[src/mpc_serial_ctrl_regs.vh]
// Register indices, field positions, reset values and line codes of the serial controller.
// Definitions only; included by the controller by its bare name.
`ifndef MPC_SERIAL_CTRL_REGS_VH
`define MPC_SERIAL_CTRL_REGS_VH

// Register indices; the byte address on the bus is the index times four
`define MPC_IDX_RX_STAT   3'h0
`define MPC_IDX_RX_CTRL   3'h1
`define MPC_IDX_TX_CTRL   3'h2
`define MPC_IDX_MODE      3'h3
// Address bit that picks the upper byte while the bus runs 8 bits wide
`define MPC_ADDR_HI_BIT   5

// Transmit control and data word
`define MPC_B_SOM         15
`define MPC_B_EOM         12
`define MPC_B_RTS         11
// Receiver control and transmitter status word
`define MPC_B_DTR         15
`define MPC_B_MISC        14
`define MPC_B_RE          10
`define MPC_B_TUR         7
`define MPC_B_TX_BUFFER_EMPTY        6
`define MPC_B_TOR         5
`define MPC_B_CTS         2
`define MPC_B_CD          1
`define MPC_B_DSR         0
// Receive status and data word
`define MPC_B_RX_OVERRUN_FLAG        15
`define MPC_B_RDA         14
`define MPC_B_RX_END_OF_MESSAGE_FLAG        13
// Mode word: protocol [1:0], clock factor [3:2], inverted coding [4], sync char [15:8]
`define MPC_M_PROTO_LO    0
`define MPC_M_FAC_LO      2
`define MPC_M_NRZI        4
`define MPC_M_SYNC_LO     8
`define MPC_PROTO_ASYNC   2'h0
`define MPC_PROTO_BOP     2'h1
`define MPC_PROTO_BCP     2'h2

// Reset values
`define MPC_MODE_RST      16'h1600
`define MPC_RCTL_RST      3'h0

// Clock factor code: edges per bit, minus one (1x, 8x, 16x, 32x)
`define MPC_FAC_1X        6'h00
`define MPC_FAC_8X        6'h07
`define MPC_FAC_16X       6'h0F
`define MPC_FAC_32X       6'h1F

// Line characters
`define MPC_FLAG_CHAR     8'h7E
`define MPC_ABORT_CHAR    8'hFF
`define MPC_ONES7         7'h7F
`define MPC_MARK_WORD     10'h3FF

`endif

[src/mpc_serial_ctrl.v]
// Multiprotocol serial controller: APB register slave, transmitter, receiver, modem pins.
// Assumes one 100 MHz ref_clk; serial clocks, serial data and modem pins are asynchronous.
//
// Behaviour
// - Transmit line changes only at a rising transmit clock edge.
// - Request-to-send low when its control bit is set; transmit needs it plus clear-to-send.
// - Clear-to-send, data-set-ready and carrier-detect readable in transmitter status.
// - Data-terminal-ready low from control bit; general pin drivable low and readable.
// - Char-available rises on a complete char, falls when that buffer read ends.
// - Buffer-empty high when free; cleared at first transmit clock after a write.
// - Sync-or-flag output pulses high for exactly one receive clock period.
// - Byte input high selects 8-bit bus with lanes joined; low selects 16-bit.
// - Three-bit register index selects registers, each reachable as 8 or 16 bits.
// - Read drives the addressed register onto the bus; write loads it.
// - Interrupt low on overrun, end-of-message or underrun; released by status read.
// - Initialise input low resets control registers and timing.
// - Asynchronous clock factor of 1, 8, 16 or 32 selectable.
// - Inverted coding: line toggles for zero, holds for one.
// - Underrun sends abort in bit-oriented mode, fill characters in byte-control mode.
// - Overrun set when a new char arrives before the previous one was read.
// - Start-of-message bit starts syncs or flags and clears itself.
// - Bit-oriented mode sets end-of-message on flag, abort or go-ahead.
//
// The address map and the APB slave port were left to the implementer.
`timescale 1ns/1ps
`default_nettype none
`include "mpc_serial_ctrl_regs.vh"

module mpc_serial_ctrl
(
	// Clock and reset
	input  wire        ref_clk,
	input  wire        reset,
	// APB slave
	input  wire        psel,
	input  wire        penable,
	input  wire        pwrite,
	input  wire [7:0]  paddr,
	input  wire [31:0] pwdata,
	output reg  [31:0] prdata,
	output wire        pready,
	output wire        pslverr,
	// Bus width and initialise pins
	input  wire        byte_mode,
	input  wire        init_n,
	// Serial link
	input  wire        tx_bit_clock,
	input  wire        rx_bit_clock,
	output wire        serial_tx_out,
	input  wire        serial_rx_in,
	// Modem pins
	output wire        rts_n,
	input  wire        cts_n,
	output wire        dtr_n,
	input  wire        dsr_n,
	input  wire        cd_n,
	input  wire        misc_in,
	output wire        misc_out,
	output wire        misc_oe_n,
	// Status pins
	output wire        rx_char_available,
	output wire        tx_buffer_empty,
	output wire        rx_sync_flag,
	output wire        irq_n
);

	localparam TX_IDLE = 2'b01;
	localparam TX_SEND = 2'b10;

	// Edges per bit minus one; synchronous protocols always run at 1x
	function [5:0] fac_max;
		input [1:0] code;
		input       async;
		begin
			case (code)
				2'h0:    fac_max = `MPC_FAC_1X;
				2'h1:    fac_max = `MPC_FAC_8X;
				2'h2:    fac_max = `MPC_FAC_16X;
				default: fac_max = `MPC_FAC_32X;
			endcase
			if (!async)
				fac_max = `MPC_FAC_1X;
		end
	endfunction

	// Two-stage synchronisers for every pin from outside the clock domain
	reg  [8:0] meta_q;
	reg  [8:0] sync_q;
	wire [8:0] pins_in = {byte_mode, init_n, tx_bit_clock, rx_bit_clock, serial_rx_in,
		cts_n, dsr_n, cd_n, misc_in};
	always @(posedge ref_clk)
	begin
		meta_q <= pins_in;
		sync_q <= meta_q;
	end
	wire s_byte = sync_q[8];
	wire s_init = sync_q[7];
	wire s_rxd  = sync_q[4];
	wire s_cts  = ~sync_q[3];
	wire s_dsr  = ~sync_q[2];
	wire s_cd   = ~sync_q[1];
	wire s_misc = ~sync_q[0];

	// Edge finders on the synchronised serial clocks
	reg txc_d_q;
	reg rxc_d_q;
	always @(posedge ref_clk)
	begin
		txc_d_q <= sync_q[6];
		rxc_d_q <= sync_q[5];
	end
	wire tx_rise = sync_q[6] & ~txc_d_q;
	wire rx_rise = sync_q[5] & ~rxc_d_q;

	// Control reset: system reset or the initialise pin held low
	wire ctl_rst = reset | ~s_init;

	// Bus decode; a transfer takes effect at the access edge, always with no wait
	wire       acc   = psel & penable;
	wire [2:0] idx   = paddr[4:2];
	wire       unmap = (idx > `MPC_IDX_MODE);
	wire       wr_lo = ~s_byte | ~paddr[`MPC_ADDR_HI_BIT];
	wire       wr_hi = ~s_byte | paddr[`MPC_ADDR_HI_BIT];
	wire [7:0] wd_hi = s_byte ? pwdata[7:0] : pwdata[15:8];
	wire       wr    = acc & pwrite & ~unmap;
	wire       rd    = acc & ~pwrite & ~unmap;
	assign pready  = 1'b1;
	assign pslverr = acc & unmap;

	// Control registers
	reg [15:0] mode_q;
	reg        dtr_q;
	reg        misc_q;
	reg        re_q;
	reg        rts_q;
	reg        som_q;
	reg        eom_q;
	wire [1:0] proto  = mode_q[`MPC_M_PROTO_LO +: 2];
	wire       async  = (proto == `MPC_PROTO_ASYNC);
	wire       bit_oriented_protocol_mode    = (proto == `MPC_PROTO_BOP);
	wire       nrzi   = mode_q[`MPC_M_NRZI];
	wire [7:0] synch  = mode_q[`MPC_M_SYNC_LO +: 8];
	wire [7:0] idle_c = bit_oriented_protocol_mode ? `MPC_FLAG_CHAR : synch;
	wire       tx_en  = rts_q & s_cts;
	wire       wr_tx  = wr & (idx == `MPC_IDX_TX_CTRL);
	wire       tx_dwr = wr_tx & wr_lo;

	// Transmit character selection for the next frame slot
	reg        nxt_go;
	reg [9:0]  nxt_w;
	reg [3:0]  nxt_rem;
	reg        nxt_dat;
	reg        nxt_som;
	reg        nxt_ur;
	reg [7:0]  tx_buf_q;
	reg        tx_full_q;
	reg        started_q;
	reg        msg_q;
	always @*
	begin
		nxt_go  = 1'b0;
		nxt_w   = `MPC_MARK_WORD;
		nxt_rem = 4'h7;
		nxt_dat = 1'b0;
		nxt_som = 1'b0;
		nxt_ur  = 1'b0;
		if (!tx_en)
			nxt_go = 1'b0;
		else if (async)
		begin
			if (tx_full_q)
			begin
				nxt_go  = 1'b1;
				nxt_w   = {1'b1, tx_buf_q, 1'b0};
				nxt_rem = 4'h9;
				nxt_dat = 1'b1;
			end
		end
		else if (som_q)
		begin
			nxt_go  = 1'b1;
			nxt_w   = {2'b11, idle_c};
			nxt_som = 1'b1;
		end
		else if (started_q & tx_full_q)
		begin
			nxt_go  = 1'b1;
			nxt_w   = {2'b11, tx_buf_q};
			nxt_dat = 1'b1;
		end
		else if (started_q)
		begin
			// Idle fill between frames; an open message starved of data is an underrun
			nxt_go = 1'b1;
			nxt_ur = msg_q;
			nxt_w  = {2'b11, (bit_oriented_protocol_mode & msg_q) ? `MPC_ABORT_CHAR : idle_c};
		end
	end

	// Transmitter timing: bit ticks come only from transmit clock rising edges
	reg [1:0] tx_st_q;
	reg [5:0] tx_div_q;
	reg [9:0] tx_sh_q;
	reg [3:0] tx_cnt_q;
	reg       line_q;
	reg       tbe_q;
	reg       wr_pend_q;
	reg       tor_q;
	reg       tur_q;
	wire [5:0] tx_fm   = fac_max(mode_q[`MPC_M_FAC_LO +: 2], async);
	wire       tx_tick = tx_rise & (tx_div_q == tx_fm);
	wire       tx_load = tx_tick & (tx_cnt_q == 4'h0) & nxt_go;
	wire       tx_bit  = (tx_cnt_q != 4'h0) ? tx_sh_q[0] : (tx_load ? nxt_w[0] : 1'b1);
	wire       clr_tx  = rd & (idx == `MPC_IDX_RX_CTRL);

	always @(posedge ref_clk)
	begin
		if (ctl_rst)
		begin
			tx_st_q   <= TX_IDLE;
			tx_div_q  <= 6'h00;
			tx_sh_q   <= `MPC_MARK_WORD;
			tx_cnt_q  <= 4'h0;
			line_q    <= 1'b1;
			started_q <= 1'b0;
			msg_q     <= 1'b0;
		end
		else
		begin
			if (tx_rise)
				tx_div_q <= (tx_div_q == tx_fm) ? 6'h00 : tx_div_q + 6'h01;
			if (!tx_en)
				started_q <= 1'b0;
			if (tx_tick)
			begin
				// Inverted coding toggles the line for a zero and holds it for a one
				line_q <= nrzi ? (tx_bit ? line_q : ~line_q) : tx_bit;
				case (tx_st_q)
					TX_IDLE:
					begin
						if (tx_load)
						begin
							tx_sh_q  <= {1'b1, nxt_w[9:1]};
							tx_cnt_q <= nxt_rem;
							tx_st_q  <= TX_SEND;
						end
					end
					TX_SEND:
					begin
						tx_sh_q  <= {1'b1, tx_sh_q[9:1]};
						tx_cnt_q <= tx_cnt_q - 4'h1;
						if (tx_cnt_q == 4'h1)
							tx_st_q <= TX_IDLE;
					end
					default: tx_st_q <= TX_IDLE;
				endcase
				if (tx_load & nxt_som)
					started_q <= 1'b1;
				if (tx_load & nxt_dat & ~async)
					msg_q <= ~eom_q;
				if (tx_load & nxt_ur & bit_oriented_protocol_mode)
					msg_q <= 1'b0;
			end
		end
	end
	assign serial_tx_out = line_q;

	// Transmit buffer, buffer-empty pin and transmitter flags
	always @(posedge ref_clk)
	begin
		if (ctl_rst)
		begin
			tx_buf_q  <= 8'h00;
			tx_full_q <= 1'b0;
			tbe_q     <= 1'b1;
			wr_pend_q <= 1'b0;
			tor_q     <= 1'b0;
			tur_q     <= 1'b0;
		end
		else
		begin
			// Empty drops at the first clock after a write even when that clock moves
			// the word on; it comes back at a later clock once the buffer is free
			if (tx_load & nxt_dat)
				tx_full_q <= 1'b0;
			if (tx_rise & wr_pend_q)
			begin
				tbe_q     <= 1'b0;
				wr_pend_q <= 1'b0;
			end
			else if (tx_rise & ~tx_full_q)
				tbe_q <= 1'b1;
			if (tx_dwr)
			begin
				tx_buf_q  <= pwdata[7:0];
				tx_full_q <= 1'b1;
				wr_pend_q <= 1'b1;
			end
			// Status reads clear the flags, but a new event in the same cycle wins
			if (clr_tx)
			begin
				tor_q <= 1'b0;
				tur_q <= 1'b0;
			end
			if (tx_dwr & tx_full_q & ~(tx_load & nxt_dat))
				tor_q <= 1'b1;
			if (tx_load & nxt_ur)
				tur_q <= 1'b1;
		end
	end

	// Receiver: samples on rising receive clock edges, away from the far end's change
	reg [5:0] rx_div_q;
	reg [3:0] rx_cnt_q;
	reg       rx_hunt_q;
	reg       rx_prev_q;
	reg [7:0] rx_sh_q;
	reg       framed_q;
	reg       seen_q;
	reg [7:0] rx_buf_q;
	reg       rda_q;
	reg       rx_overrun_flag_q;
	reg       rx_end_of_message_flag_q;
	reg       sof_q;
	wire [5:0] rx_fm   = fac_max(mode_q[`MPC_M_FAC_LO +: 2], async);
	wire [5:0] rx_half = rx_fm + {1'b0, rx_fm[5:1]} + {5'h00, rx_fm != 6'h00};
	wire       rx_tick = rx_rise & (rx_div_q == 6'h00) & re_q;
	wire       rx_bit  = nrzi ? (s_rxd == rx_prev_q) : s_rxd;
	wire [7:0] rx_new  = {rx_bit, rx_sh_q[7:1]};
	wire       clr_rx  = rd & (idx == `MPC_IDX_RX_STAT);

	// Character-complete, sync-found and end-of-message decode for this tick
	reg chr_done;
	reg sof_hit;
	reg eom_hit;
	always @*
	begin
		chr_done = 1'b0;
		sof_hit  = 1'b0;
		eom_hit  = 1'b0;
		if (rx_tick)
		begin
			if (async)
				chr_done = ~rx_hunt_q & (rx_cnt_q == 4'h1);
			else if (!framed_q)
				sof_hit = (rx_new == idle_c);
			else if (bit_oriented_protocol_mode & (rx_new == `MPC_FLAG_CHAR))
			begin
				sof_hit = 1'b1;
				eom_hit = seen_q;
			end
			else if (bit_oriented_protocol_mode & (rx_new[7:1] == `MPC_ONES7))
				eom_hit = 1'b1;
			else if (rx_cnt_q == 4'h7)
			begin
				sof_hit  = ~bit_oriented_protocol_mode & (rx_new == synch);
				chr_done = ~sof_hit;
			end
		end
	end

	always @(posedge ref_clk)
	begin
		if (ctl_rst)
		begin
			rx_div_q  <= 6'h00;
			rx_cnt_q  <= 4'h0;
			rx_hunt_q <= 1'b1;
			rx_prev_q <= 1'b1;
			rx_sh_q   <= 8'h00;
			framed_q  <= 1'b0;
			seen_q    <= 1'b0;
			rx_buf_q  <= 8'h00;
			sof_q     <= 1'b0;
		end
		else
		begin
			if (rx_rise & (rx_div_q != 6'h00))
				rx_div_q <= rx_div_q - 6'h01;
			else if (rx_tick & ~(async & rx_hunt_q))
				rx_div_q <= rx_fm;
			if (rx_rise)
				sof_q <= 1'b0;
			if (sof_hit)
				sof_q <= 1'b1;
			if (rx_tick)
			begin
				rx_prev_q <= s_rxd;
				rx_sh_q   <= rx_new;
				if (async)
				begin
					// Start bit found: wait to mid data bit, then 8 data and the stop bit
					if (rx_hunt_q & ~rx_bit)
					begin
						rx_hunt_q <= 1'b0;
						rx_cnt_q  <= 4'h9;
						rx_div_q  <= rx_half;
					end
					else if (!rx_hunt_q)
					begin
						rx_cnt_q <= rx_cnt_q - 4'h1;
						// Stop bit: hunt on every edge again so a start bit right behind is found
						if (rx_cnt_q == 4'h1)
						begin
							rx_hunt_q <= 1'b1;
							rx_div_q  <= 6'h00;
						end
					end
				end
				else
				begin
					rx_cnt_q <= (rx_cnt_q == 4'h7) ? 4'h0 : rx_cnt_q + 4'h1;
					if (sof_hit)
					begin
						framed_q <= 1'b1;
						rx_cnt_q <= 4'h0;
						seen_q   <= 1'b0;
					end
					if (eom_hit & ~sof_hit)
						framed_q <= 1'b0;
					if (chr_done)
						seen_q <= 1'b1;
				end
				if (chr_done)
					rx_buf_q <= async ? rx_sh_q : rx_new;
			end
		end
	end

	// Receive flags: a new event wins over the read that clears it
	always @(posedge ref_clk)
	begin
		if (ctl_rst)
		begin
			rda_q  <= 1'b0;
			rx_overrun_flag_q <= 1'b0;
			rx_end_of_message_flag_q <= 1'b0;
		end
		else
		begin
			if (clr_rx)
			begin
				rda_q  <= 1'b0;
				rx_overrun_flag_q <= 1'b0;
				rx_end_of_message_flag_q <= 1'b0;
			end
			if (chr_done)
				rda_q <= 1'b1;
			if (chr_done & rda_q & ~clr_rx)
				rx_overrun_flag_q <= 1'b1;
			if (eom_hit)
				rx_end_of_message_flag_q <= 1'b1;
		end
	end

	// Register read word; the transmit control word is write-only and reads as zero
	reg  [15:0] rd_w;
	always @*
	begin
		case (idx)
			`MPC_IDX_RX_STAT: rd_w = {rx_overrun_flag_q, rda_q, rx_end_of_message_flag_q, 5'h00, rx_buf_q};
			`MPC_IDX_RX_CTRL: rd_w = {dtr_q, s_misc, 3'h0, re_q, 2'h0,
				tur_q, tbe_q, tor_q, 2'h0, s_cts, s_cd, s_dsr};
			`MPC_IDX_MODE:    rd_w = mode_q;
			default:          rd_w = 16'h0000;
		endcase
	end
	wire [7:0] rd_lane = paddr[`MPC_ADDR_HI_BIT] ? rd_w[15:8] : rd_w[7:0];

	// Read data is taken in the setup cycle so that it stands through the access cycle
	always @(posedge ref_clk)
	begin
		if (reset)
			prdata <= 32'h00000000;
		else if (psel & ~penable)
			prdata <= s_byte ? {24'h000000, rd_lane} : {16'h0000, rd_w};
	end

	// Control register writes; self-clearing start and end of message
	always @(posedge ref_clk)
	begin
		if (ctl_rst)
		begin
			mode_q                <= `MPC_MODE_RST;
			{dtr_q, misc_q, re_q} <= `MPC_RCTL_RST;
			rts_q                 <= 1'b0;
			som_q                 <= 1'b0;
			eom_q                 <= 1'b0;
		end
		else
		begin
			// The bits drop once the transmitter has acted on them; a new write wins
			if (tx_load & nxt_som)
				som_q <= 1'b0;
			if (tx_load & nxt_dat)
				eom_q <= 1'b0;
			if (wr & (idx == `MPC_IDX_MODE) & wr_lo)
				mode_q[7:0] <= pwdata[7:0];
			if (wr & (idx == `MPC_IDX_MODE) & wr_hi)
				mode_q[15:8] <= wd_hi;
			if (wr & (idx == `MPC_IDX_RX_CTRL) & wr_hi)
			begin
				dtr_q  <= wd_hi[`MPC_B_DTR - 8];
				misc_q <= wd_hi[`MPC_B_MISC - 8];
				re_q   <= wd_hi[`MPC_B_RE - 8];
			end
			if (wr_tx & wr_hi)
			begin
				som_q <= wd_hi[`MPC_B_SOM - 8];
				eom_q <= wd_hi[`MPC_B_EOM - 8];
				rts_q <= wd_hi[`MPC_B_RTS - 8];
			end
		end
	end

	// Pins; the general pin is only ever pulled low, with its driver enabled meanwhile
	assign rts_n             = ~rts_q;
	assign dtr_n             = ~dtr_q;
	assign misc_out          = ~misc_q;
	assign misc_oe_n         = ~misc_q;
	assign rx_char_available = rda_q;
	assign tx_buffer_empty   = tbe_q;
	assign rx_sync_flag      = sof_q;
	assign irq_n             = ~(rx_overrun_flag_q | rx_end_of_message_flag_q | tur_q);
endmodule // mpc_serial_ctrl

`default_nettype wire

[config.mk]
export PLATFORM = sky130hd
export DESIGN_NAME = mpc_serial_ctrl
export DESIGN_NICKNAME = d
export VERILOG_FILES = /design/src/mpc_serial_ctrl.v
export VERILOG_INCLUDE_DIRS = /design/src
export SDC_FILE = /design/constraint.sdc
export NUM_CORES = 1
export LEC_CHECK = 0
export BUFFER_PORTS_ARGS = -buffer_cell sky130_fd_sc_hd__buf_2
export CORE_MARGIN = 3
export CORE_UTILIZATION = 40
export CTS_CLUSTER_DIAMETER = 80
export CTS_CLUSTER_SIZE = 20
export DETAILED_ROUTE_END_ITERATION = 16
export GPL_TIMING_DRIVEN = 0
export HOLD_SLACK_MARGIN = 0.1
export PLACE_DENSITY = 0.64
export SLEW_MARGIN = 0
export SYNTH_ARGS = -nofsm -noshare
export SYNTH_HDL_FRONTEND = slang
export SYNTH_SLANG_ARGS = --single-unit
export TNS_END_PERCENT = 50
[constraint.sdc]
create_clock -name ref_clk -period 7.6 [get_ports ref_clk]
set_clock_uncertainty 0.05 [all_clocks]
set_input_delay 0.38 -clock ref_clk [delete_from_list [all_inputs] [get_ports ref_clk]]
set_output_delay 0.38 -clock ref_clk [all_outputs]
set_load 0.05 [all_outputs]
---- Word-level counts from Yosys, hierarchy flattened ----
Cells that the tools add are included.
word-level totals
  input port bits ......................... 54
  word-level logic and storage cells ...... 287
  output and inout bits ................... 43
  register bits after elaboration ......... 146
cells by class
  bitwise gates (word level) .............. 80
  $add $sub $neg .......................... 7
  equality and inequality tests ........... 21
  reduce and logical (&&, ||, !) cells .... 32
  order comparisons ....................... 1
  mux-type cells .......................... 108
operators by type and width
  kind                 count
  $mux 1               70
  $mux 8               8
  $mux 6               9
  $pmux 16 s3          1
  $and 1x1->1          47
  $mux 4               9
  $mux 10              3
  $reduce_bool 2->1    15
  $not 1->1            28
  $pmux 10 s2          1
  $eq 8x8->1           2
  $mux 16              1
  $pmux 5 s3           1
  $reduce_and 3->1     4
  $reduce_bool 6->1    2
  $reduce_and 2->1     5
  $mux 9               1
  $eq 4x1->1 const B   2
  $eq 8x7->1 const B   1
  $pmux 4 s2           1
  $sub 4x1->4 const B  2
  $eq 7x7->1 const B   1
  $add 6x1->6          1
  $add 6x1->6 const B  1
  21 further kinds     33

---- Longest topological paths before layout ----
Gate-level depths: netlist of run 1.
  word-level depth ........................ 14
  mapped depth ............................ 9

---- Worst setup path before layout of run 1 ----
No wires, ideal clock.
  path kind ............................... register -> register
  from .................................... register mode_q[3]
  to ...................................... register msg_q
  path buffers ............................ 2
  clock period less this slack ............ 2.492 ns
  setup slack ............................. 5.108 ns
  stages on the path, launching flop included .. 9
  arrival ................................. 2.372 ns
  cells stage by stage .................... dfxtp_1 buf_6 or2_0 buf_2 a2111o_1 a2111oi_4 nand3_2 or4_1 a21oi_1
between the ends
  cells in the longest elaborated chain, start to end .. 11
  elaborated cells between the ends (all ways) .. 16
  classes of those cells .................. 3 x eq/ne; 3 x mux; 7 x bitwise; 3 x reduce/logical
ends and longest elaborated chain
  element                                      RTL line                                      source
  start: declaration                           mpc_serial_ctrl.v:131                         reg [15:0] mode_q;
  start signal: assignment                     mpc_serial_ctrl.v:484                         mode_q <= `MPC_MODE_RST;
  start signal: assignment                     mpc_serial_ctrl.v:498                         mode_q[7:0] <= pwdata[7:0];
  $eq 2x2->1, or another cell as far along     mpc_serial_ctrl.v:75                          case (code)
  $pmux 5 s3 *                                 mpc_serial_ctrl.v:75
  $mux 6 *                                     mpc_serial_ctrl.v:81                          if (!async)
  $eq 6x6->1 *                                 mpc_serial_ctrl.v:211                         wire tx_tick = tx_rise & (tx_div_q == tx_fm);
  $and 1x1->1 *                                mpc_serial_ctrl.v:211
  $and 1x1->1 (2 in a row)                     mpc_serial_ctrl.v:212                         wire tx_load = tx_tick & (tx_cnt_q == 4'h0) & nxt_go;
  $and 1x1->1 (on tied branches) (2 in a row)  mpc_serial_ctrl.v:259, mpc_serial_ctrl.v:261
  $reduce_bool 2->1 (no line)                  -
  $reduce_and 2->1 (no line)                   -
  end signal: assignment                       mpc_serial_ctrl.v:260                         msg_q <= ~eom_q;
  end: declaration                             mpc_serial_ctrl.v:158                         reg msg_q;
Mark *: on every way between the ends. The rest lies on a longest branch, timed or not.
A chain may end at the register's enable or synchronous reset.

---- Worst setup path in the final report of run 1 ----
  from .................................... register mode_q[0]
  to ...................................... register rx_cnt_q[2]
between the ends
  cells in the longest elaborated chain, start to end .. 11
  elaborated cells between the ends (all ways) .. 18
  classes of those cells .................. 3 x eq/ne; 9 x mux; 4 x bitwise; 2 x reduce/logical
ends and longest elaborated chain
  element                 RTL line               source
  $eq 2x1->1 (no line)    -
  $not 1->1               mpc_serial_ctrl.v:356  sof_hit = ~bit_oriented_protocol_mode & (rx_new == synch);
  $and 1x1->1             mpc_serial_ctrl.v:356
  $mux 1                  mpc_serial_ctrl.v:354  else if (rx_cnt_q == 4'h7)
  $mux 1                  mpc_serial_ctrl.v:352  else if (bit_oriented_protocol_mode & (rx_new[7:1] == `MPC_ONES7))
  $mux 1                  mpc_serial_ctrl.v:347  else if (bit_oriented_protocol_mode & (rx_new == `MPC_FLAG_CHAR))
  $mux 1                  mpc_serial_ctrl.v:345  else if (!framed_q)
  $mux 1                  mpc_serial_ctrl.v:343  if (async)
  $mux 1                  mpc_serial_ctrl.v:341  if (rx_tick)
  $mux 4                  mpc_serial_ctrl.v:413  if (sof_hit)
  $mux 4                  mpc_serial_ctrl.v:390  if (async)
  end signal: assignment  mpc_serial_ctrl.v:401  rx_cnt_q <= rx_cnt_q - 4'h1;
  end signal: assignment  mpc_serial_ctrl.v:412  rx_cnt_q <= (rx_cnt_q == 4'h7) ? 4'h0 : rx_cnt_q + 4'h1;
  end: declaration        mpc_serial_ctrl.v:314  reg [3:0] rx_cnt_q;
Parallel ways exist; a longest one is shown, timed or not.

==> results of run 1 <==
==> final timing paths <==
kind                  start  depth (start not counted)          end  slack [ns]
setup reg to reg  mode_q[0]                          7  rx_cnt_q[2]        4.41
hold reg to reg   meta_q[5]                          0    sync_q[5]        0.27
hold / removal    pwdata[4]                          3    mode_q[4]        0.17
setup / recovery  mode_q[0]                          7  rx_cnt_q[2]        4.41
==> power groups by stage <==
| stage | registers [uW] | logic (uW) | clock network [uW] |
|---|---|---|---|
| after floorplan | 707 | 66.9 | 0 |
| after global placement | 699 | 105 | 0 |
| after detailed placement | 700 | 105 | 0 |
| after CTS | 685 | 109 | 853 |
| after global routing | 686 | 119 | 874 |
| final | 685 | 110 | 840 |
==> cell type report <==
type | instances | area, um2 | share of cell area (%)
multi-input cells | 564 | 3410 | 44.6
plain buffers | 74 | 357 | 4.66
clock inverters | 12 | 158 | 2.06
flip-flops and latches | 128 | 2560 | 33.5
clock buffers | 20 | 457 | 5.97
inverters | 16 | 60.1 | 0.785
repair buffers | 66 | 375 | 4.91
well taps | 211 | 264 | 3.45
==> registers in the layout, summed over array words and instances, names as in the netlist, 2 cells and up <==
register  flops
rx_buf_q      8
meta_q        9
sync_q        9
mode_q       16
tx_div_q      6
tx_buf_q      8
tx_sh_q       8
rx_sh_q       8
rx_div_q      6
prdata       16
tx_cnt_q      4
rx_cnt_q      4
tx_st_q       2
==> per-stage QoR <==
stage	worst slack, ns	utilization [%]	std cells
after CTS	4.45	49.8	1091
after detailed placement	4.49	45.2	1050
after floorplan	5.11	-	782
after global routing	4.20	49.8	1091
final	4.41	49.8	1091
after global placement	4.55	45.2	1050
==> routing by layer <==
| layer | vias to the layer above | track usage (%) | wire (um) |
|---|---|---|---|
| li1 | 2904 | - | - |
| met1 | 2693 | 28.9 | 8470 |
| met2 | 206 | 32.8 | 8240 |
| met3 | 31 | 5.04 | 1250 |
| met4 | 0 | 7.53 | 473 |
| met5 | - | 0 | 0 |
==> worst reg2reg max path, delay by kind of cell, from the launching register on <==
kind,cells,cell delay (ns)
DFF,1,0.63
AOI/OAI and AO/OA,3,0.69
buffers and inverters,1,0.24
and+or+nand+nor,3,1.43
==> cells by family after synthesis <==
kind of cell | synth area share, %
AND/OR/NAND/NOR | 21.5
flip-flops | 40.4
multiplexers | 6.38
adder cells (fa/ha/maj) | 1.38
buffers and inverters | 6.57
AO/OA/AOI/OAI | 20.7
XOR/XNOR | 2.84
other | 0.119
==> layout by cell type (no fill, tap or decap), types with 7 or more instances in the layout <==
cell and instances:
a211oi_1 16, a21oi_1 55, a221oi_1 7, a22oi_1 12
buf_1 9, buf_2 60, buf_4 18, clkbuf_1 44
clkbuf_16 17, conb_1 17, dfxtp_1 128, dlygate4sd3_1 9
ha_1 7, inv_1 16, mux2i_1 37, nand2_1 82
nand2b_1 14, nand3_1 10, nand4_1 11, nor2_1 81
nor2b_1 11, nor3_1 21, nor3b_1 14, nor4_1 7
o211ai_1 13, o21ai_0 33, o22ai_1 16, o31ai_1 7
xnor2_1 11, xor2_1 7
==> synth_stat cells (all sizes together), types with 4 or more instances <==
cell type / count
inv: 16
nor3b: 14
or2: 5
a21oi: 55
xor2: 7
nand2: 82
dfxtp: 128
nand3: 11
o211ai: 13
o21a: 5
o21ai: 34
a221oi: 7
nand4: 11
mux2i: 37
a31oi: 5
a211oi: 16
o22ai: 16
xnor2: 11
or4: 4
o2111ai: 4
nor4: 7
nand2b: 14
ha: 7
buf: 31
and3: 6
clkbuf: 43
nor2b: 11
nor2: 81
a21o: 4
and2: 4
o31ai: 8
a22oi: 12
o21bai: 4
nor3: 21
==> impl_metrics.json, run 1 <==
{
  "synth_flop_cell": "dfxtp_1",
  "critical_path.top_delay_family": "simple AND/OR/NAND/NOR gates",
  "rsz0062_at_grt": "false",
  "antenna_left": 0,
  "p_switching_uw": 387,
  "grt_pass1_wl_um": 29400,
  "syn_area_per_cell_um2": 8.26,
  "die_y_um": 132,
  "peakVddDrop_uv": 160,
  "p_total_uw": 1630,
  "initial_core_util_pct": 41.2,
  "numClockSinks": 128,
  "finalSetupViolations": 0,
  "report.final.slew_viol_count": 0,
  "ys_warn_count": 0,
  "firstDrtPassIters": 5,
  "antenna_cells": 0,
  "power_density_nw_per_um2": 214,
  "cts-root-buf": "clkbuf_16",
  "grt_max_degree": 17,
  "wirelength_um": 18400,
  "synth_cells": 767,
  "required_ns": 7.81,
  "post-route-period-util_pct": 42.0,
  "hpwl_um": 13100,
  "cp-end-kind": "register",
  "min_period_ns": 3.19,
  "switching_share_pct": 23.7,
  "grt_pass1_vias": 5448,
  "die_x_um": 132,
  "drive_gt1_share_pct": 14.2,
  "synth_seq_area_share_pct": 40.4,
  "tritoncts": "yes",
  "grt_antenna_before_repair": 0,
  "stdcell_area_um2": 7650,
  "cp_cell_sequence": "nand2b_1, clkbuf_1, or4_1, o31ai_1, a21oi_1, nor3_1, o22ai_1",
  "area_growth_pct": 20.7,
  "p_comb_share_pct": 6.7,
  "synth_enable_flop_cells": 0,
  "cts_inserted_buffers": 17,
  "whs_ns": 0.173,
  "ys_top_cells_by_area": "dfxtp_1 40%, mux2i_1 5.8%, nand2_1 4.9%",
  "cts.path.max_buffers": 2,
  "worstHoldPathType": "in2reg",
  "place_area_um2": 6940,
  "post_cts_buffers": 0,
  "fmaxAchievable_ghz": 0.313,
  "p_int_uw": 1250,
  "synthArstFlopShare_pct": 0,
  "cts.clk_slew.worst_paths_ns": 0.06,
  "gp_congestion": 0.864,
  "p_leak_uw": 0.00290,
  "critPathBufInv": 1,
  "path_class": "reg2reg",
  "grt_use_total_pct": 21.2,
  "p_seq_share_pct": 41.9,
  "arrival_ns": 3.40,
  "clockPowerShare_pct": 51.4,
  "syn-cell-area_um2": 6340,
  "slowest_delay_ns": 0.68,
  "nFillCells": 1481,
  "cts-hold-fix-buffers": 9,
  "post-route-drc-count": 0,
  "grt_overflow": 0,
  "core_um2": 15400,
  "relSlewSlack_pct": 46.1,
  "hold_viol_final": 0,
  "ys_ff_latch": 128,
  "die_area_um2": 17400,
  "path_max_fanout": 9,
  "via_count": 5834,
  "io_pins": 97,
  "fin_tns_setup_ns": 0,
  "htreeDepth": 4,
  "worstSetupStartpointType": "register",
  "outcome": "completed",
  "rows": 45,
  "synth.distinct_cells": 64,
  "yosysTopAreaCell": "dfxtp_1",
  "clk_latency_ns": 0.43,
  "yosys.area.top_type_share_pct": 40.4,
  "maxCapViolations": 0,
  "cts_resized": 0,
  "drtIter0Drc": 394,
  "via_per_inst": 5.35,
  "cp_slowest_cell": "nor3_1",
  "portBuffers": 57,
  "wl_per_cell_um": 16.9,
  "nNetsFinal": 928,
  "tightest_slew_ns": 0.801
}
Power figures use the tool's default switching activity.
==> inputs of run 2 (changes only) <==
- ABC_AREA: unset -> 1
- clock period: 7.6 -> 3.2 ns (I/O delays scaled with it)
==> run 2 against run 1 <==
  * Global-route usage increased by 0.15 points
  * Critical path type is now in2reg
  * Clock power increased by 150%
  * Total power increased by 140%
==> impl_metrics.json, run 2 <==
{
  "synth_cells": 950,
  "required_ns": 3.52,
  "p_seq_share_pct": 40.9,
  "register_area_um2": 2560,
  "nFillCells": 1581,
  "grt_antenna_before_repair": 0,
  "hpwl_um": 13800,
  "cts_inserted_buffers": 17,
  "synth.distinct_cells": 40,
  "synth_seq_area_share_pct": 40.1,
  "wirelength_um": 18500,
  "path_class": "in2reg",
  "arrival_ns": 2.99,
  "path_max_fanout": 10,
  "finalSetupViolations": 0,
  "syn-cell-area_um2": 6380,
  "cts-root-buf": "clkbuf_16",
  "synth_enable_flop_cells": 0,
  "finalNonFillerCells": 1293,
  "post-route-drc-count": 0,
  "switching_share_pct": 23.5,
  "initial_core_util_pct": 41.4,
  "clockPowerShare_pct": 52.4,
  "numClockSinks": 128,
  "antenna_left": 0,
  "cts.path.max_buffers": 2,
  "yosys.area.top_type_share_pct": 40.1,
  "synth_common_cells": "247 x nand2_1, 128 x dfxtp_1, 109 x inv_1, 94 x nor2_1, 80 x a21oi_1",
  "grt_overflow": 0,
  "via_count": 6399,
  "die_y_um": 132,
  "synth_flop_cell": "dfxtp_1",
  "post-route-period-util_pct": 83.5,
  "ys_ff_latch": 128,
  "synthArstFlopShare_pct": 0,
  "report.final.slew_viol_count": 0,
  "place_inst": 1234,
  "worstSetupStartpointType": "primary input",
  "ys_warn_count": 0,
  "cts-hold-fix-buffers": 27,
  "drive_gt1_share_pct": 12.8,
  "p_int_uw": 3040,
  "ys_top_cells_by_area": "dfxtp_1 40%, nand2_1 15%, inv_1 6.4%",
  "firstDrtPassIters": 5,
  "layout_commonest_cell": "nand2_1",
  "rows": 45,
  "worstHoldPathType": "in2reg",
  "tritoncts": "yes",
  "clk_latency_ns": 0.43,
  "synth.most_common_cell": "nand2_1",
  "relSlewSlack_pct": 50.5,
  "via_per_inst": 4.95,
  "cpMostUsedCell": "dlygate4sd3_1",
  "maxCapViolations": 0,
  "wl_per_cell_um": 14.3,
  "portBuffers": 58,
  "io_pins": 97,
  "die_x_um": 132,
  "biggestRegsByFlops": "mode_q x16, prdata x16",
  "fin_tns_setup_ns": 0,
  "grt_pass1_wl_um": 30100,
  "cp_cell_sequence": "dlygate4sd3_1, buf_2, clkinv_1, nand2_1, inv_1, buf_1, o21ai_0, a31oi_1, dlygate4sd3_1",
  "final_cell_mix": "247 x nand2_1, 128 x dfxtp_1, 109 x inv_1",
  "p_switching_uw": 934,
  "grt_use_total_pct": 21.3,
  "grt_max_degree": 17,
  "tightest_slew_ns": 0.743,
  "yosysTopAreaCell": "dfxtp_1",
  "whs_ns": 0.107,
  "post_cts_buffers": 0,
  "power_density_nw_per_um2": 503,
  "syn_area_per_cell_um2": 6.72,
  "slowest_delay_ns": 0.56,
  "peakVddDrop_uv": 386,
  "p_comb_share_pct": 6.7,
  "grt_pass1_vias": 6022,
  "ff2ff_path_depth": 6,
  "cp_slowest_cell": "dlygate4sd3_1",
  "antenna_cells": 0,
  "multi_input_area_um2": 3180,
  "die_area_um2": 17500,
  "hold_viol_final": 0,
  "cts_resized": 0,
  "drtIter0Drc": 495,
  "gp_congestion": 0.924,
  "area_growth_pct": 23.8,
  "stdcell_area_um2": 7900,
  "fmaxAchievable_ghz": 0.374,
  "rsz0062_at_grt": "false",
  "cp-end-kind": "register",
  "nNetsFinal": 1130,
  "min_period_ns": 2.67,
  "place_area_um2": 6990,
  "htreeDepth": 4,
  "outcome": "completed",
  "core_um2": 15400,
  "cts.clk_slew.worst_paths_ns": 0.06,
  "p_leak_uw": 0.00346,
  "hold_depth": 5
}
## run 2: per-layer routing
metal	global-route usage, %	wire [um]	up-vias
met5	0	0	-
met4	9.24	536	0
met3	5.50	1120	40
met2	34.5	8460	191
met1	27.0	8380	2868
li1	-	-	3300
## run 2: cells by family after synthesis
kind of cell             synth area share [%]
AND/OR/NAND/NOR                          30.1
adder cells (fa/ha/maj)                  1.37
other                                   0.118
XOR/XNOR                                0.960
buffers and inverters                    10.9
flip-flops                               40.1
AO/OA/AOI/OAI                            16.4
## run 2: stage by stage
step | worst slack, ns | power [uW] | util, %
global placement | 0.868 | 1900 | 45.3
floorplan | 1.38 | 1830 | -
CTS | 0.585 | 4000 | 51.2
global route | 0.281 | 4100 | 51.2
finish | 0.528 | 3980 | 51.2
detailed placement | 0.840 | 1900 | 45.3
## run 2: path summary, 6_finish.rpt
path / start / end / slack [ns]
hold / removal: penable / prdata[6] / 0.11
hold reg to reg: meta_q[5] / sync_q[5] / 0.28
setup / recovery: reset / mode_q[13] / 0.53
setup reg to reg: sync_q[7] / mode_q[13] / 0.89
## run 2: final cells by class
type | count | area share, %
buffer | 43 | 3.29
clock buffer | 19 | 5.73
clock inverter | 13 | 2.36
inverter | 116 | 5.51
multi-input combinational | 678 | 40.3
sequential | 128 | 32.4
tap | 211 | 3.34
timing repair buffer | 85 | 7.09
## run 2: worst max-delay path, delay by kind of cell
| family | cells | cell delay, ns |
|---|---|---|
| and+or+nand+nor | 1 | 0.35 |
| AOI/OAI and AO/OA | 2 | 0.31 |
| buffers and inverters | 6 | 2.16 |
## run 2: power by group through the flow
stage / combinational [uW] / sequential [uW] / clock (uW)
floorplan: 149 / 1680 / 0
global placement: 240 / 1660 / 0
detailed placement: 240 / 1660 / 0
CTS: 265 / 1620 / 2110
global route: 289 / 1630 / 2190
finish: 267 / 1620 / 2080
==> inputs of run 3 (changes only) <==
- ABC_AREA: 1 -> 0
- clock period: 3.2 -> 2.72 ns (I/O delays scaled with it)
==> run 3 against run 2 <==
  * Sequential share of layout area decreased by 0.10 points
  * Design area is 0.41% higher
  * Total power increased by 16%
  * Sequential power is 18% higher
  * Wire length grew 1.7%
  * Critical path depth decreased by 2
  * Die area fell by 0.69%
  * Hold slack gained 0.025 ns
  * Register-to-register slack got worse by 0.83 ns
  * Via count shrank 6.4%
  * Clock-buffer cell count rose by 1
  * Largest power group unchanged
==> impl_metrics.json, run 3 (synthesis results as in run 1) <==
{
  "relSlewSlack_pct": 46.6,
  "grt_antenna_before_repair": 0,
  "die_area_um2": 17400,
  "wl_per_cell_um": 16.9,
  "layout_commonest_cell": "dfxtp_1",
  "required_ns": 2.96,
  "hold_viol_final": 0,
  "cts.path.max_buffers": 2,
  "maxCapViolations": 0,
  "grt_use_total_pct": 21.5,
  "numClockSinks": 128,
  "place_inst": 1050,
  "die_y_um": 132,
  "slowest_delay_ns": 0.59,
  "grt_max_degree": 17,
  "critPathBufInv": 1,
  "antenna_cells": 0,
  "nNetsFinal": 949,
  "via_count": 5987,
  "tightest_slew_ns": 0.793,
  "io_pins": 97,
  "area_growth_pct": 25.2,
  "cts_inserted_buffers": 17,
  "cp_slowest_cell": "nor3b_1",
  "via_per_inst": 5.38,
  "power_density_nw_per_um2": 580,
  "fmaxAchievable_ghz": 0.376,
  "die_x_um": 132,
  "antenna_left": 0,
  "grt_pass1_wl_um": 29900,
  "biggestRegsByFlops": "mode_q x16, prdata x16",
  "grt_pass1_vias": 5594,
  "drtIter0Drc": 415,
  "cts-root-buf": "clkbuf_16",
  "gr-usage-met2_pct": 33.8,
  "grt_util_met3_pct": 4.96,
  "p_leak_uw": 0.00303,
  "portBuffers": 57,
  "cts.clk_slew.worst_paths_ns": 0.06,
  "rows": 45,
  "wirelength_um": 18800,
  "initial_core_util_pct": 41.2,
  "final_cell_mix": "126 x dfxtp_1, 82 x nand2_1, 81 x nor2_1",
  "cp-end-kind": "register",
  "finalNonFillerCells": 1112,
  "firstDrtPassIters": 5,
  "path_max_fanout": 7,
  "cp_cell_sequence": "clkbuf_1, xnor2_1, nand4_1, nor3b_1, a21oi_1, o311ai_0, a21oi_1",
  "gp_congestion": 0.864,
  "critical_path.top_delay_family": "compound AO/OA/AOI/OAI gates",
  "core_um2": 15400,
  "tritoncts": "yes",
  "cpMostUsedCell": "a21oi_1",
  "htreeDepth": 4,
  "report.final.slew_viol_count": 0,
  "grt_overflow": 0,
  "path_class": "reg2reg",
  "arrival_ns": 2.90,
  "fin_tns_setup_ns": 0,
  "clk_latency_ns": 0.43,
  "post-route-drc-count": 0,
  "outcome": "completed",
  "top_usage_layer": "met2",
  "grt_util_met1_pct": 29.0,
  "drive_gt1_share_pct": 16.1,
  "post-route-period-util_pct": 97.9,
  "finalSetupViolations": 0,
  "min_period_ns": 2.66,
  "peakVddDrop_uv": 448,
  "hpwl_um": 13100,
  "worstSetupStartpointType": "register",
  "worstHoldPathType": "in2reg"
}
run 3: per-layer routing:
layer	vias up	part of all wire, %
met1	2799	46
met5	-	0
met2	203	45
met3	38	5.9
li1	2947	-
met4	0	2.8
run 3: final timing paths:
path              startpoint     endpoint  slack, ns  cells after the start
setup / recovery  mode_q[11]  rx_cnt_q[1]       0.06                      7
setup reg to reg  mode_q[11]  rx_cnt_q[1]       0.06                      7
hold reg to reg    meta_q[5]    sync_q[5]       0.27                      0
hold / removal    pwdata[15]        som_q       0.13                      3
run 3: layout make-up:
class	count	area (um2)
multi-input combinational	564	3490
clock buffer	20	457
fill	1456	7430
buffer	72	353
timing repair buffer	89	591
clock inverter	12	158
sequential	128	2560
inverter	16	60.1
tap	211	264
run 3: worst min-delay path, stage by stage:
cell and delay, ns:
buf_2 0.08, mux2i_1 0.12, o31ai_1 0.24
run 3: power by group:
part / total, uW / internal [uW] / switching, uW
Sequential: 1910 / 1900 / 14.1
Clock: 2350 / 1490 / 863
Combinational: 332 / 115 / 217
run 3: what timing repair did:
item	4_1_cts	5_1_grt
hold endpoints to repair	36	0
setup endpoints to repair	36	28
hold buffers	26	0
resized for setup	7	14
setup buffers	1	5
pin swaps	1	2
run 3: per-stage QoR:
step	power, uW	util [%]	hold WS [ns]	area, um2	worst slack (ns)
2_1_floorplan	2160	-	0.114	6390	0.228
3_3_place_gp	2250	45.2	0.190	6940	-0.330
3_5_place_dp	2250	45.2	0.190	6940	-0.394
4_1_cts	4620	51.1	0.136	7850	0.0135
5_1_grt	4720	51.6	0.159	7940	-0.0149
6_report	4600	51.6	0.133	7940	0.0579
